File: config.mk
export PLATFORM = sky130hd
export DESIGN_NAME = ltcp_prog
export DESIGN_NICKNAME = d
export VERILOG_FILES = /design/src/logic/ltcp_pkg.sv /design/src/logic/ltcp_prog.sv
export VERILOG_INCLUDE_DIRS = /design/src /design/src/logic
export SDC_FILE = /design/constraint.sdc
export NUM_CORES = 1
export LEC_CHECK = 0
export BUFFER_PORTS_ARGS = -buffer_cell sky130_fd_sc_hd__buf_2
export CORE_ASPECT_RATIO = 0.9
export CORE_MARGIN = 8
export CORE_UTILIZATION = 61
export DETAILED_ROUTE_END_ITERATION = 8
export GPL_ROUTABILITY_DRIVEN = 1
export GPL_TIMING_DRIVEN = 1
export HOLD_SLACK_MARGIN = 0.12
export PLACE_DENSITY_LB_ADDON = 0.25
export SYNTH_ARGS = -nofsm -noshare
export SYNTH_HDL_FRONTEND = slang
export SYNTH_SLANG_ARGS = --single-unit
File: constraint.sdc
create_clock -name CLK_SYS_I -period 4.8 [get_ports CLK_SYS_I]
set_input_delay 0 -clock CLK_SYS_I [delete_from_list [all_inputs] [get_ports CLK_SYS_I]]
set_output_delay 0 -clock CLK_SYS_I [all_outputs]
set_load 0.02 [all_outputs]
File: src/logic/ltcp_cfg.svh
// Constants for the legacy track CV programming interpreter.
`ifndef LTCP_CFG_SVH
`define LTCP_CFG_SVH
`define LTCP_CLK_PERIOD_NS 8
`define LTCP_TICK_NS 1000000
`define LTCP_TICK_CYC \
    ((`LTCP_TICK_NS + `LTCP_CLK_PERIOD_NS - 1) / `LTCP_CLK_PERIOD_NS)
`define LTCP_BLINK_PERIOD_MS 10'h3e8
`define LTCP_BLINK_ON_MS 10'h1f4
`define LTCP_ACK_ON_MS 10'h064
`define LTCP_ACK_OFF_MS 10'h096
`define LTCP_ZERO_CODE 7'h50
`define LTCP_SHORT_MAX 7'h4f
`define LTCP_MODE_CV 10'h050
`define LTCP_ONES_MAX 7'h09
`define LTCP_VHI_MAX 7'h19
`define LTCP_CV_MAX 10'h31f
`define LTCP_VAL_MAX 10'h0ff
`define LTCP_ACK_WRITE 3'h1
`define LTCP_ACK_CV 3'h2
`define LTCP_ACK_CV_LO 3'h3
`define LTCP_ACK_VAL_HI 3'h4
`endif

File: src/logic/ltcp_pkg.sv
// Types shared by the legacy track CV programming interpreter.
`default_nettype none
package ltcp_pkg;
    typedef enum logic [3:0] {
        LTCP_ST_OFF       = 4'h0,
        LTCP_ST_SELECTED  = 4'h1,
        LTCP_ST_STOPPED   = 4'h2,
        LTCP_ST_HOLD      = 4'h3,
        LTCP_ST_RELEASE   = 4'h4,
        LTCP_ST_SH_CV     = 4'h5,
        LTCP_ST_SH_VAL    = 4'h6,
        LTCP_ST_LG_CV_HI  = 4'h7,
        LTCP_ST_LG_CV_LO  = 4'h8,
        LTCP_ST_LG_VAL_HI = 4'h9,
        LTCP_ST_LG_VAL_LO = 4'ha
    } ltcp_state_e;

    typedef struct packed {
        logic       legacy;
        logic [6:0] addr;
        logic       dir_chg;
        logic       stop;
        logic       start;
    } ltcp_cmd_s;

    typedef struct packed {
        logic [9:0] cv;
        logic [7:0] data;
    } ltcp_wr_s;
endpackage
`default_nettype wire

File: src/logic/ltcp_prog.sv
// Legacy track format CV programming interpreter with headlight feedback.
`include "ltcp_cfg.svh"
`default_nettype none

// Notes on behaviour
// - Legacy track format is detected automatically.
// - Idle programming mode blinks headlight once per second.
// - Programming always begins in short mode.
// - Short mode takes variables 1 to 79 and values 0 to 79.
// - Long mode builds variable and value from two digits.
// - Writing 80 to variable 80 selects long mode.
// - Direction change commits; variable acknowledged by two flashes.
// - Code 80 stands for the value zero.
// - Final step writes, flashes once; power loss ends.
// - Long first step: variable tens, two flashes.
// - Long second step: variable ones, three flashes.
// - Long third step: value tens, four flashes.
// - Long fourth step: value ones completes the value.
// - Value byte uses plain binary weighting.
module ltcp_prog #(
    parameter int TICK_CYC = `LTCP_TICK_CYC
) (
    input wire logic CLK_SYS_I,
    input wire logic SYS_RST_I,
    input wire logic TRK_POWER_I,
    input wire logic [6:0] LOCO_ADDR_I,
    input wire logic CMD_VALID_I,
    input wire ltcp_pkg::ltcp_cmd_s CMD_I,
    input wire logic LIGHT_NORMAL_I,
    output logic HEADLIGHT_O,
    output logic PROG_ACTIVE_O,
    output logic LONG_MODE_O,
    output logic FMT_LEGACY_O,
    output logic WR_VALID_O,
    output ltcp_pkg::ltcp_wr_s WR_O
);

    // ************************************************************
    // Helper arithmetic
    // ************************************************************

    // Maps a received code to its number; 80 means zero.
    function automatic logic [6:0] ltcp_code(input logic [6:0] raw);
        ltcp_code = (raw == `LTCP_ZERO_CODE) ? 7'h00 : raw;
    endfunction

    // Scales a tens-and-hundreds digit pair to its full weight.
    function automatic logic [9:0] ltcp_x10(input logic [6:0] v);
        ltcp_x10 = 10'({3'h0, v} * 10'h00a);
    endfunction

    // ************************************************************
    // Command interpretation
    // ************************************************************

    ltcp_pkg::ltcp_state_e st_q, st_d;
    logic fmt_q, fmt_d;
    logic dir_q, dir_d;
    logic long_q, long_d;
    logic [9:0] cv_q, cv_d;
    logic [9:0] vhi_q, vhi_d;
    logic wr_q, wr_d;
    ltcp_pkg::ltcp_wr_s wrd_q, wrd_d;
    logic [2:0] ack_set;
    logic legacy_frm;
    logic own_frm;
    logic commit;
    logic [6:0] num;
    logic [9:0] total;

    // Commits are taken on the leading edge of a direction change so
    // that a station repeating the same frame cannot commit twice.
    assign legacy_frm = CMD_VALID_I && CMD_I.legacy;
    assign own_frm = legacy_frm && (CMD_I.addr == LOCO_ADDR_I);
    assign commit = legacy_frm && CMD_I.dir_chg && !dir_q;
    assign num = ltcp_code(CMD_I.addr);

    // Next state of the interpreter; power loss clears the session.
    always_comb begin
        st_d = st_q;
        fmt_d = fmt_q;
        dir_d = dir_q;
        long_d = long_q;
        cv_d = cv_q;
        vhi_d = vhi_q;
        wr_d = 1'b0;
        wrd_d = wrd_q;
        ack_set = 3'h0;
        total = 10'h000;
        if (CMD_VALID_I) begin
            fmt_d = CMD_I.legacy;
        end
        if (legacy_frm) begin
            dir_d = CMD_I.dir_chg;
        end
        case (st_q)
            ltcp_pkg::LTCP_ST_OFF: begin
                if (own_frm) begin
                    st_d = ltcp_pkg::LTCP_ST_SELECTED;
                end
            end
            ltcp_pkg::LTCP_ST_SELECTED: begin
                if (legacy_frm && CMD_I.stop) begin
                    st_d = ltcp_pkg::LTCP_ST_STOPPED;
                end else if (legacy_frm && !own_frm) begin
                    st_d = ltcp_pkg::LTCP_ST_OFF;
                end
            end
            ltcp_pkg::LTCP_ST_STOPPED: begin
                if (own_frm && CMD_I.dir_chg) begin
                    st_d = ltcp_pkg::LTCP_ST_HOLD;
                end else if (legacy_frm && CMD_I.start) begin
                    st_d = ltcp_pkg::LTCP_ST_OFF;
                end
            end
            ltcp_pkg::LTCP_ST_HOLD: begin
                if (legacy_frm && CMD_I.start) begin
                    st_d = ltcp_pkg::LTCP_ST_RELEASE;
                end else if (own_frm && !CMD_I.dir_chg) begin
                    st_d = ltcp_pkg::LTCP_ST_STOPPED;
                end
            end
            ltcp_pkg::LTCP_ST_RELEASE: begin
                if (own_frm && !CMD_I.dir_chg) begin
                    st_d = ltcp_pkg::LTCP_ST_SH_CV;
                    long_d = 1'b0;
                end
            end
            ltcp_pkg::LTCP_ST_SH_CV: begin
                // Raw 80 is kept so that it can arm the mode switch.
                if (commit && CMD_I.addr != 7'h00
                    && CMD_I.addr <= `LTCP_ZERO_CODE) begin
                    cv_d = {3'h0, CMD_I.addr};
                    st_d = ltcp_pkg::LTCP_ST_SH_VAL;
                    ack_set = `LTCP_ACK_CV;
                end
            end
            ltcp_pkg::LTCP_ST_SH_VAL: begin
                if (commit && cv_q == `LTCP_MODE_CV) begin
                    if (CMD_I.addr == `LTCP_ZERO_CODE) begin
                        long_d = 1'b1;
                        st_d = ltcp_pkg::LTCP_ST_LG_CV_HI;
                        ack_set = `LTCP_ACK_WRITE;
                    end
                end else if (commit && CMD_I.addr != 7'h00
                             && CMD_I.addr <= `LTCP_ZERO_CODE) begin
                    wr_d = 1'b1;
                    wrd_d.cv = cv_q;
                    wrd_d.data = {1'b0, num};
                    st_d = ltcp_pkg::LTCP_ST_SH_CV;
                    ack_set = `LTCP_ACK_WRITE;
                end
            end
            ltcp_pkg::LTCP_ST_LG_CV_HI: begin
                if (commit && CMD_I.addr != 7'h00
                    && CMD_I.addr <= `LTCP_ZERO_CODE) begin
                    cv_d = ltcp_x10(num);
                    st_d = ltcp_pkg::LTCP_ST_LG_CV_LO;
                    ack_set = `LTCP_ACK_CV;
                end
            end
            ltcp_pkg::LTCP_ST_LG_CV_LO: begin
                total = cv_q + {3'h0, num};
                // A variable number of zero is refused.
                if (commit && CMD_I.addr != 7'h00
                    && num <= `LTCP_ONES_MAX && total != 10'h000
                    && total <= `LTCP_CV_MAX) begin
                    cv_d = total;
                    st_d = ltcp_pkg::LTCP_ST_LG_VAL_HI;
                    ack_set = `LTCP_ACK_CV_LO;
                end
            end
            ltcp_pkg::LTCP_ST_LG_VAL_HI: begin
                if (commit && CMD_I.addr != 7'h00
                    && num <= `LTCP_VHI_MAX) begin
                    vhi_d = ltcp_x10(num);
                    st_d = ltcp_pkg::LTCP_ST_LG_VAL_LO;
                    ack_set = `LTCP_ACK_VAL_HI;
                end
            end
            ltcp_pkg::LTCP_ST_LG_VAL_LO: begin
                total = vhi_q + {3'h0, num};
                if (commit && CMD_I.addr != 7'h00
                    && num <= `LTCP_ONES_MAX
                    && total <= `LTCP_VAL_MAX) begin
                    wr_d = 1'b1;
                    wrd_d.cv = cv_q;
                    wrd_d.data = total[7:0];
                    st_d = ltcp_pkg::LTCP_ST_LG_CV_HI;
                    ack_set = `LTCP_ACK_WRITE;
                end
            end
            default: begin
                st_d = ltcp_pkg::LTCP_ST_OFF;
            end
        endcase
        // Without track power the whole session is forgotten.
        if (!TRK_POWER_I) begin
            st_d = ltcp_pkg::LTCP_ST_OFF;
            long_d = 1'b0;
            wr_d = 1'b0;
            // A write cut short by power loss must not disturb the held word.
            wrd_d = wrd_q;
            ack_set = 3'h0;
        end
    end

    // Registers of the interpreter.
    always_ff @(posedge CLK_SYS_I) begin
        if (SYS_RST_I) begin
            st_q <= ltcp_pkg::LTCP_ST_OFF;
            fmt_q <= 1'b0;
            dir_q <= 1'b0;
            long_q <= 1'b0;
            cv_q <= 10'h000;
            vhi_q <= 10'h000;
            wr_q <= 1'b0;
            wrd_q <= '0;
        end else begin
            st_q <= st_d;
            fmt_q <= fmt_d;
            dir_q <= dir_d;
            long_q <= long_d;
            cv_q <= cv_d;
            vhi_q <= vhi_d;
            wr_q <= wr_d;
            wrd_q <= wrd_d;
        end
    end

    // ************************************************************
    // Headlight signalling
    // ************************************************************

    logic prog;
    logic ms_tick;
    logic [16:0] tick_q, tick_d;
    logic [9:0] ms_q, ms_d;
    logic [2:0] ack_q, ack_d;
    logic on_q, on_d;
    logic lamp_q, lamp_d;

    assign prog = (st_q >= ltcp_pkg::LTCP_ST_SH_CV);
    assign ms_tick = (tick_q == 17'(TICK_CYC - 1));

    // A millisecond divider paces the flashes; acknowledge bursts take
    // priority over the idle blink, which restarts once they finish.
    always_comb begin
        tick_d = ms_tick ? 17'h00000 : tick_q + 17'h00001;
        ms_d = ms_q;
        ack_d = ack_q;
        on_d = on_q;
        if (ack_set != 3'h0) begin
            tick_d = 17'h00000;
            ms_d = 10'h000;
            ack_d = ack_set;
            on_d = 1'b1;
        end else if (ms_tick) begin
            ms_d = ms_q + 10'h001;
            if (ack_q != 3'h0) begin
                if (on_q && ms_d >= `LTCP_ACK_ON_MS) begin
                    on_d = 1'b0;
                    ms_d = 10'h000;
                end else if (!on_q && ms_d >= `LTCP_ACK_OFF_MS) begin
                    ack_d = ack_q - 3'h1;
                    on_d = (ack_q != 3'h1);
                    ms_d = 10'h000;
                end
            end else if (ms_d >= `LTCP_BLINK_PERIOD_MS) begin
                ms_d = 10'h000;
            end
        end
        if (!prog) begin
            ack_d = 3'h0;
            on_d = 1'b0;
        end
        if (!prog) begin
            lamp_d = LIGHT_NORMAL_I;
        end else if (ack_q != 3'h0) begin
            lamp_d = on_q;
        end else begin
            lamp_d = (ms_q < `LTCP_BLINK_ON_MS);
        end
    end

    // Registers of the headlight sequencer.
    always_ff @(posedge CLK_SYS_I) begin
        if (SYS_RST_I) begin
            tick_q <= 17'h00000;
            ms_q <= 10'h000;
            ack_q <= 3'h0;
            on_q <= 1'b0;
            lamp_q <= 1'b0;
        end else begin
            tick_q <= tick_d;
            ms_q <= ms_d;
            ack_q <= ack_d;
            on_q <= on_d;
            lamp_q <= lamp_d;
        end
    end

    // ************************************************************
    // Outputs
    // ************************************************************

    // All outputs except PROG_ACTIVE_O, which is decoded from st_q, come straight from flip-flops.
    assign HEADLIGHT_O = lamp_q;
    assign PROG_ACTIVE_O = prog;
    assign LONG_MODE_O = long_q;
    assign FMT_LEGACY_O = fmt_q;
    assign WR_VALID_O = wr_q;
    assign WR_O = wrd_q;

endmodule

`default_nettype wire

Yosys cells after proc, flatten, opt, wreduce, memory -nomap -nowiden
Cells that the tools add are included.

Bits in registers: 77. Input port bits: 23. Output and inout port bits: 23. Word-level logic and storage cells: 170.

Add/sub/neg operators: 5. Multiply operators: 1. Order comparisons: 10. Equality and inequality tests: 32. Muxes and demuxes: 59. Bitwise gates (word level): 2. Reductions and logical operators: 47.

Operators by type and width (count): $mux W10 (7); $mux W4 (16); $mux W18 (3); $pmux W4 S11 (1); $pmux W18 S2 (1); $pmux W10 S3 (1); $mux W3 (8); $ne A2 B2 Y1 const B (12); $add A10 B7 Y10 (2); $logic_and A1 B1 Y1 (19); $add A17 B1 Y17 const B (1); $eq A17 B17 Y1 const B (1); $eq A4 B3 Y1 const B (4); $mux W1 (16); $ne A3 B3 Y1 const B (5); $pmux W3 S5 (1); $eq A4 B4 Y1 const B (3); $reduce_and A12 Y1 (1); $reduce_and A4 Y1 (3); $reduce_bool A3 Y1 (4); $add A10 B1 Y10 const B (1); $eq A10 B7 Y1 const B (1); $ge A10 B10 Y1 const B (1); $ge A10 B7 Y1 const B (1); 29 further kinds (43).

Logic depth before layout (Yosys ltp)
Gate-level depths: netlist (run 1).

Depth in word-level cells: 13. Gate-level depth with buffers: 18. Depth with buffers taken out: 14.

Worst setup path after synthesis (run 1)
OpenSTA, ideal clock, no wires.

Path kind: input -> register. Start point: input CMD_I[5] (netlist bit). End point: register cv_q[8]. Library setup time: 0.128 ns. Arrival: 3.721 ns. Data required time: 4.672 ns. Slack: 0.952 ns. Stages on the path: 17. Buffers on the path: 4. Cells stage by stage: clkbuf_1 -> or4_4 -> buf_6 -> or3_1 -> nand2_1 -> inv_1 -> ha_1 -> buf_2 -> nor2b_1 -> a221o_1 -> a211o_1 -> nor4_1 -> a22oi_1 -> a21boi_1 -> buf_2 -> mux2i_1 -> nor2_1.

Longest elaborated chain between the ends: 8. Elaborated cells on any way between the ends: 21. Classes of those cells: add/sub (1); mul (1); order compare (3); eq/ne (4); mux (4); reduce/logical (8).

Ends and longest elaborated chain: from (decl) (RTL line ltcp_prog.sv:28) `input wire ltcp_pkg::ltcp_cmd_s CMD_I,`; branches (longest 8 deep; another with $add A10 B7 Y10); to (signal assigned) (RTL line ltcp_prog.sv:224) `cv_q <= cv_d;`; to (decl) (RTL line ltcp_prog.sv:60) `logic [9:0] cv_q, cv_d;`.

Several ways; the timed one is not identified. The select of a mux whose other input is x is not followed. A chain may end at the register's enable or synchronous reset.

Worst setup path after layout (run 1)
Start point: input CMD_I[4] (netlist bit). End point: register tick_q[6].

Longest elaborated chain between the ends: 11. Elaborated cells on any way between the ends: 29. Classes of those cells: add/sub (2); order compare (5); eq/ne (1); mux (10); reduce/logical (11).

Ends and longest elaborated chain: branches (longest 7 deep; another with $add A10 B7 Y10); $pmux W3 S5 * (RTL line ltcp_prog.sv:96) `case (st_q)`; $mux W3 * (RTL line ltcp_prog.sv:198) `if (!TRK_POWER_I) begin`; $reduce_bool A3 Y1 * (RTL line ltcp_prog.sv:253) `if (ack_set != 3'h0) begin`; $reduce_or A3 Y1 (no source line) *; to (signal assigned) (RTL line ltcp_prog.sv:295) `tick_q <= tick_d;`; to (decl) (RTL line ltcp_prog.sv:237) `logic [16:0] tick_q, tick_d;`.

Mark *: on every way between the ends.

==> results of run 1 <==
[sequential cells by signal, indices dropped and copies added, names as in the netlist]
register      flops
cv_q             10
LONG_MODE_O       1
vhi_q             9
on_q              1
ack_q             3
tick_q           17
WR_O             18
FMT_LEGACY_O      1
ms_q             10
HEADLIGHT_O       1
WR_VALID_O        1
st_q              4
dir_q             1
[routing by layer]
metal	vias to the layer above	GRT usage [%]
met5	-	0
met4	0	7.67
met3	28	4.33
met2	202	36.9
met1	2600	31.9
li1	2622	-
[kinds of logic after synthesis]
logic type,after synthesis,share of synthesized area [%]
XOR/XNOR,40,6.26
buffers and inverters,67,5.75
AO/OA/AOI/OAI,165,19.6
AND/OR/NAND/NOR,298,28.0
multiplexers,32,5.77
adder cells (fa/ha/maj),30,7.11
flip-flops,77,27.6
[cell usage in the layout, fill, tap and decap left out, types with 27 or more instances in the layout]
cell	Yosys	routed
nand3_1	29	29
ha_1	27	27
nor3_1	30	30
nand2_1	53	53
nor2_1	74	74
buf_2	11	45
dfxtp_1	77	77
a21oi_1	36	35
o21ai_0	36	36
mux2i_1	30	30
[where the power goes]
group	total (W)	leakage (nW)	switching (W)	internal [W]
logic	0.000133	1.75	0.0000815	0.0000512
clock network	0.000521	0.0984	0.000272	0.000248
registers	0.000647	0.621	0.00000493	0.000642
total	0.00130	2.47	0.000359	0.000942
[synth_stat cells (4+ instances only)]
| cell | instances | area (sq um) |
|---|---|---|
| xnor2_1 | 16 | 140 |
| a21oi_1 | 36 | 180 |
| o211ai_1 | 9 | 67.6 |
| and4_1 | 4 | 35.0 |
| nor2_1 | 74 | 278 |
| or3_1 | 8 | 50.1 |
| and3_1 | 9 | 56.3 |
| a31oi_1 | 7 | 43.8 |
| xor2_1 | 24 | 210 |
| nand3_1 | 29 | 145 |
| nor4_1 | 18 | 113 |
| nor4b_1 | 4 | 35.0 |
| o21bai_1 | 4 | 30.0 |
| a22oi_1 | 7 | 52.6 |
| nor3_1 | 30 | 150 |
| ha_1 | 27 | 338 |
| mux2i_1 | 30 | 300 |
| inv_1 | 18 | 67.6 |
| nor2b_1 | 15 | 93.8 |
| buf_2 | 11 | 55.1 |
| a211oi_1 | 13 | 97.6 |
| o22ai_1 | 4 | 25.0 |
| nand2b_1 | 8 | 50.1 |
| and2_1 | 7 | 43.8 |
| a21o_1 | 11 | 82.6 |
| nand2_1 | 53 | 199 |
| nand3b_1 | 5 | 37.5 |
| o21ai_0 | 36 | 180 |
| clkbuf_1 | 23 | 86.3 |
| or2_2 | 7 | 43.8 |
| nand4b_1 | 4 | 35.0 |
| o21a_1 | 4 | 30.0 |
| nand4_1 | 6 | 37.5 |
| buf_4 | 9 | 67.6 |
| dfxtp_1 | 77 | 1540 |
[critical path, stage by stage]
cell	delay, ns
dlygate4sd3_1	0.56
buf_2	0.21
or4_4	0.63
or3_1	0.43
nand2_1	0.14
inv_1	0.10
ha_1	0.43
nor2b_1	0.09
a221o_1	0.35
a211o_1	0.27
nor4_1	0.37
a22oi_1	0.20
a21boi_1	0.24
a21oi_2	0.08
buf_4	0.24
nor4_1	0.29
[cell type report]
type	count	area, sq um	area share (%)
clock buffer	9	124	2.05
clock inverter	7	82.6	1.37
inverter	18	67.6	1.12
multi-input combinational	565	3730	61.8
sequential	77	1540	25.5
tap	122	153	2.53
timing repair buffer	58	340	5.63
[through the flow]
stage               setup slack, ns  instances  hold slack [ns]
finish                        0.423        856            0.154
global route                 0.0700        856            0.185
global placement              0.817        833            0.298
floorplan                     0.952        709            0.147
CTS                           0.508        856            0.147
detailed placement            0.700        833            0.311
[timing repair]
action                                  CTS  global route
hold buffers                              7             0
endpoints found under the hold margin     8             0
setup buffers                             0             0
endpoints found under the setup margin    0             0
[how the worst min path moves through the flow]
stage / start / end / cells after the start
final: CMD_I[5] / cv_q[2] / 4
after global routing: CMD_I[5] / cv_q[2] / 4
after CTS: CMD_I[5] / cv_q[2] / 4
after detailed placement: LIGHT_NORMAL_I / HEADLIGHT_O / 3
after global placement: LIGHT_NORMAL_I / HEADLIGHT_O / 3
after floorplan: CMD_I[2] / dir_q / 2
==> impl_metrics.tcl, run 1 <==
set metrics [dict create \
    antenna_found_initial 0 \
    met1_length_microns 6760 \
    syn_avg_cell_area_sq_um 7.89 \
    arrival_ns 4.64 \
    htreeDepth 3 \
    clk_pin_slew_ns 0.09 \
    ys_types 73 \
    core_area_sq_um 9000 \
    cp-start-kind "input port" \
    gp_congestion 0.912 \
    yosysWarningCount 0 \
    drv_cap 0 \
    fillers 778 \
    max_freq_mhz 228 \
    fin_util_pct 67.1 \
    ctsLongestPathBuffers 2 \
    power_w 0.00130 \
    critPathCapture "tick_q[6]" \
    setup_viol_count_final 0 \
    ant_nets 0 \
    drtIter0Drc 577 \
    cts_tree "yes" \
    ys_ff_latch 77 \
    dr.max_layer_used "met4" \
    r2r-end "ms_q[8]" \
    grt_start_max_net_pins 72 \
    critPathMaxFanout 29 \
    async_flop_share_pct 0 \
    dp_hpwl_microns 10600 \
    cts_num_sinks 77 \
    worstHoldPathType "input port to register" \
    cts_buffers 9 \
    ys_seq_area_share_pct 27.6 \
    leakage_nw 2.47 \
    grt_usage_pct 23.5 \
    root_buffer "clkbuf_8" \
    post-route-min-period_ns 4.38 \
    place_area_sq_um 5770 \
    critPathCaptureType "register" \
    remaining_drc_errors 0 \
    cts_resized 0 \
    rsz0062_at_grt "false" \
    met3_length_microns 943 \
    r2r_setup_slack_ns 1.41 \
    vias_per_cell 6.37 \
    crit_required_ns 5.07 \
    wl_met2_microns 6720 \
    path_class "input port to register" \
    ys.flop_type "dfxtp_1" \
    wl_per_cell_microns 17.2 \
    drt_pass1_iterations 5 \
    synth_edf_count 0 \
    synth_area_sq_um 5590 \
    slew_headroom_pct 31.3 \
    startpoint "CMD_I[4]" \
    vias 5452 \
    drive_above_1_share_pct 12.1 \
    syn_inst 709 \
    nets 782 \
    io_pins 46 \
    fin_skew_ns 0.0117 \
    die_h_microns 107 \
    n_antenna_cell 0 \
    timing.rr.start "ms_q[0]" \
    tightest_slew_ns 1.02 \
    period_share_pct 91.2 \
    finalHoldViolations 0 \
    rows 33 \
    status "finished, final reports clean" \
    syn_to_final_growth_pct 8.03 \
    grt-ovfl-total 0 \
    setup-tns-final_ns 0 \
    io_buffers 45 \
    grt_pass1_wl_microns 23900 \
    postLayoutCellArea_sq_um 6040 \
    die_w_microns 117 \
    drt_wl_total_microns 14700 \
    initial_core_util_pct 62.1 \
    ir_drop_uv 182 \
    grt_pass1_vias 4923 \
    rr_worst_depth 10 \
    pwr_density_cell_nw_per_um2 215 \
    clk_latency_ns 0.36 \
    report.final.slew_viol_count 0 \
    synth_nets 762 \
    die-area_sq_um 12500 \
]
No activity file was read; power rests on OpenSTA's default activity.
==> run 2: changes to the inputs <==
MAX_ROUTING_LAYER = met4   (was default)
==> impl_metrics.tcl, run 2 (synthesized netlist as in run 1, its figures left out) <==
set metrics [dict create \
    cts_num_sinks 77 \
    syn_to_final_growth_pct 7.63 \
    drive_above_1_share_pct 12.1 \
    drtIter0Drc 445 \
    root_buffer "clkbuf_8" \
    wl_per_cell_microns 17.3 \
    grt_start_max_net_pins 51 \
    ir_drop_uv 150 \
    slew_headroom_pct 33.9 \
    rsz0062_at_grt "false" \
    postLayoutCellArea_sq_um 6020 \
    tightest_slew_ns 0.983 \
    critPathMaxFanout 29 \
    final_common_cell "dfxtp_1" \
    grt_pass1_wl_microns 24600 \
    core_area_sq_um 9000 \
    n_antenna_cell 0 \
    drt_pass1_iterations 5 \
    fin_skew_ns 0.0132 \
    cp-start-kind "input port" \
    initial_core_util_pct 62.1 \
    worstHoldPathType "input port to register" \
    cts_buffers 9 \
    die-area_sq_um 12500 \
    drt_wl_total_microns 14800 \
    dp_slack_ns 0.656 \
    setup_viol_count_final 0 \
    grt_usage_pct 24.9 \
    io_pins 46 \
    die_h_microns 107 \
    drv_cap 0 \
    register_area_sq_um 1540 \
    clk_latency_ns 0.36 \
    cts_resized 0 \
    critPathCaptureType "register" \
    largest_reg_flops 18 \
    grt-ovfl-total 0 \
    pwr_density_cell_nw_per_um2 206 \
    period_share_pct 92.7 \
    die_w_microns 117 \
    nets 782 \
    finalHoldViolations 0 \
    htreeDepth 3 \
    vias 5434 \
    clk_pin_slew_ns 0.09 \
    multi_input_area_sq_um 3730 \
    fillers 806 \
    cts_tree "yes" \
    crit_required_ns 5.06 \
    post-route-min-period_ns 4.45 \
    io_buffers 45 \
    report.final.slew_viol_count 0 \
    leakage_nw 2.46 \
    r2r_setup_slack_ns 1.33 \
    grt_pass1_vias 5171 \
    rows 33 \
    setup-tns-final_ns 0 \
    status "finished, final reports clean" \
    path_class "input port to register" \
    gp_congestion 0.935 \
    antenna_found_initial 0 \
    dp_hpwl_microns 10900 \
    vias_per_cell 6.35 \
    remaining_drc_errors 0 \
    place_area_sq_um 5770 \
    arrival_ns 4.71 \
    layout_setup_ws_ns 0.349 \
    ant_nets 0 \
    max_freq_mhz 225 \
    power_w 0.00124 \
    ctsLongestPathBuffers 2 \
    layout_common_cells "dfxtp_1 (77), nor2_1 (74), nand2_1 (53), buf_2 (45), o21ai_0 (36)" \
]
run 2: cell count changes in the layout (fill, tap and decap cells not counted), sizes merged:
cell	change
bufinv	-1
inv	-1
clkinv	+1
clkinvlp	+1
run 2: routing by layer:
metal / vias to the layer above / global-route usage [%] / routed length (microns)
met3: 31 / 4.66 / 1190
met5: - / - / 0
li1: 2624 / - / -
met2: 231 / 38.7 / 6960
met1: 2548 / 32.1 / 6450
met4: 0 / 7.12 / 246
run 2: path summary, 6_finish.rpt:
path                   from           end  cells past startpoint
hold reg to reg     WR_O[7]       WR_O[7]                      2
hold / removal    CMD_I[10]  FMT_LEGACY_O                      4
setup / recovery   CMD_I[4]    tick_q[13]                     16
setup reg to reg    ms_q[1]       ms_q[5]                     10
run 2: critical path, stage by stage:
cell	delay, ns
dlygate4sd3_1	0.54
buf_2	0.21
or4_4	0.62
or3_1	0.42
nand2_1	0.16
inv_1	0.10
ha_1	0.44
nor2b_1	0.10
a221o_1	0.35
a211o_1	0.28
nor4_1	0.39
a22oi_1	0.20
a21boi_1	0.25
a21oi_2	0.08
buf_4	0.24
nor4_1	0.31
run 2: per-stage QoR:
stage | utilization, % | cells | hold WS, ns
floorplan | - | 709 | 0.147
global placement | 64.1 | 833 | 0.301
detailed placement | 64.1 | 833 | 0.309
CTS | 66.9 | 856 | 0.127
global route | 66.9 | 856 | 0.156
finish | 66.9 | 856 | 0.151
run 2: layout make-up:
| cell class | count | area share (%) |
|---|---|---|
| Multi-Input combinational cell | 565 | 62.0 |
| Sequential cell | 77 | 25.6 |
| Timing Repair Buffer | 58 | 5.65 |
| Tap cell | 122 | 2.54 |
| Clock buffer | 9 | 2.06 |
| Inverter | 18 | 1.12 |
| Clock inverter | 7 | 0.998 |
run 2: repair_timing:
action                                 in CTS  in global routing
hold buffers                                7                  0
buffers inserted                            0                  0
endpoints found under the hold margin      29                  0
run 2: power breakdown:
part / leakage, nW / internal, W / switching, W
Combinational: 1.75 / 0.0000509 / 0.0000796
Sequential: 0.621 / 0.000642 / 0.00000495
Clock: 0.0840 / 0.000195 / 0.000269
==> run 3: changes to the inputs <==
RECOVER_POWER = 50   (was default)
==> impl_metrics.tcl, run 3 (synthesized netlist as in run 1, its figures left out) <==
set metrics [dict create \
    arrival_ns 4.62 \
    grt_pass1_wl_microns 24600 \
    leakage_nw 2.35 \
    dp_hpwl_microns 10900 \
    cpMaxStageDelayCell "or4_4" \
    die_w_microns 117 \
    clk_pin_slew_ns 0.09 \
    cp_top_family "simple AND/OR/NAND/NOR gates" \
    largest_reg_flops 18 \
    drv_cap 1 \
    antenna_found_initial 0 \
    ctsLongestPathBuffers 2 \
    syn_to_final_growth_pct 6.73 \
    drt_pass1_iterations 6 \
    grt_usage_pct 24.9 \
    layout_common_cells "dfxtp_1 (77), nor2_1 (74), nand2_1 (53), o21ai_0 (36), a21oi_1 (35)" \
    cp-start-kind "input port" \
    period_share_pct 93.2 \
    slew_headroom_pct -48.1 \
    crit_required_ns 4.95 \
    path_class "input port to register" \
    gp_congestion 0.935 \
    critPathMaxFanout 16 \
    report.final.slew_viol_count 51 \
    remaining_drc_errors 0 \
    setup-tns-final_ns 0 \
    nets 782 \
    status "complete, but fails checks" \
    crit_chain "dlygate4sd3_1 > buf_2 > or4_4 > or3_1 > nand2_1 > inv_1 > ha_1 > nor2b_1 > a221o_1 > a211o_1 > nor4_1 > a22oi_1 > a21boi_1 > buf_4 > mux2i_1 > nor2_1" \
    post_cts_buffers 0 \
    grt-ovfl-total 0 \
    cts_buffers 9 \
    critPathCaptureType "register" \
    cts_resized 0 \
    grt_start_max_net_pins 51 \
    critPathMaxStageDelay_ns 0.61 \
    final_common_cell "dfxtp_1" \
    power_w 0.00124 \
    drt_wl_total_microns 14900 \
    vias 5506 \
    drtIter0Drc 453 \
    post-route-min-period_ns 4.47 \
    n_antenna_cell 0 \
    worstHoldPathType "input port to register" \
    ant_nets 0 \
    wl_per_cell_microns 17.4 \
    ir_drop_uv 151 \
    cts_tree "yes" \
    root_buffer "clkbuf_8" \
    die-area_sq_um 12500 \
    rsz0062_at_grt "false" \
    die_h_microns 107 \
    grt_pass1_vias 5171 \
    tightest_slew_ns 2.22 \
    fillers 816 \
    fin_skew_ns 0.0132 \
    clk_latency_ns 0.36 \
    core_area_sq_um 9000 \
    violations "max-capacitance violations, max-slew violations" \
    max_freq_mhz 224 \
    cts_num_sinks 77 \
    vias_per_cell 6.43 \
    finalHoldViolations 0 \
    io_pins 46 \
    setup_viol_count_final 0 \
    htreeDepth 3 \
    io_buffers 45 \
    rows 33 \
    initial_core_util_pct 62.1 \
    drive_above_1_share_pct 8.31 \
    critPathBufInv 4 \
    pwr_density_cell_nw_per_um2 208 \
]
[run 3: path summary, 6_finish.rpt]
path / start / end / slack [ns] / depth (start not counted)
hold reg to reg: WR_O[7] / WR_O[7] / 0.47 / 2
hold / removal: CMD_I[10] / FMT_LEGACY_O / 0.15 / 4
setup / recovery: CMD_I[4] / cv_q[8] / 0.33 / 16
setup reg to reg: vhi_q[1] / WR_O[3] / 1.35 / 11
[run 3: worst min-delay path, stage by stage]
cell	delay [ns]
buf_2	0.12
and2_1	0.22
a21oi_1	0.06
nor2_1	0.07
[run 3: timing repair]
action                                 4_1_cts  5_1_grt
setup endpoints to repair                    0        0
endpoints found under the hold margin       29        0
hold buffers                                 7        0
[run 3: final cells by class]
| cell class | count | area (sq um) | share of cell area, % |
|---|---|---|---|
| flip-flops and latches | 77 | 1540 | 25.8 |
| repair buffers | 58 | 307 | 5.14 |
| well taps | 122 | 153 | 2.56 |
| multi-input cells | 565 | 3720 | 62.3 |
| clock inverters | 7 | 60.1 | 1.01 |
| inverters | 18 | 67.6 | 1.13 |
| clock buffers | 9 | 124 | 2.08 |
[run 3: routing by layer]
metal / part of all wire (%) / vias to the layer above / track usage [%]
li1: - / 2620 / -
met1: 44 / 2603 / 32.1
met2: 47 / 242 / 38.7
met3: 7.4 / 41 / 4.66
met4: 1.9 / 0 / 7.12
met5: 0 / - / -
[run 3: power by group]
group	internal (W)	switching [W]	total (W)	leakage, nW
registers	0.000642	0.00000501	0.000647	0.621
clock network	0.000195	0.000271	0.000465	0.0840
logic	0.0000502	0.0000790	0.000129	1.64
[run 3: through the flow]
step	std cells	hold slack [ns]	setup slack, ns	area, sq um	utilization [%]
final	856	0.145	0.326	5970	66.3
after global routing	856	0.156	0.0645	5970	66.3
after CTS	856	0.127	0.437	6020	66.9
after detailed placement	833	0.309	0.656	5770	64.1
after global placement	833	0.301	0.822	5770	64.1
after floorplan	709	0.147	0.952	5590	-
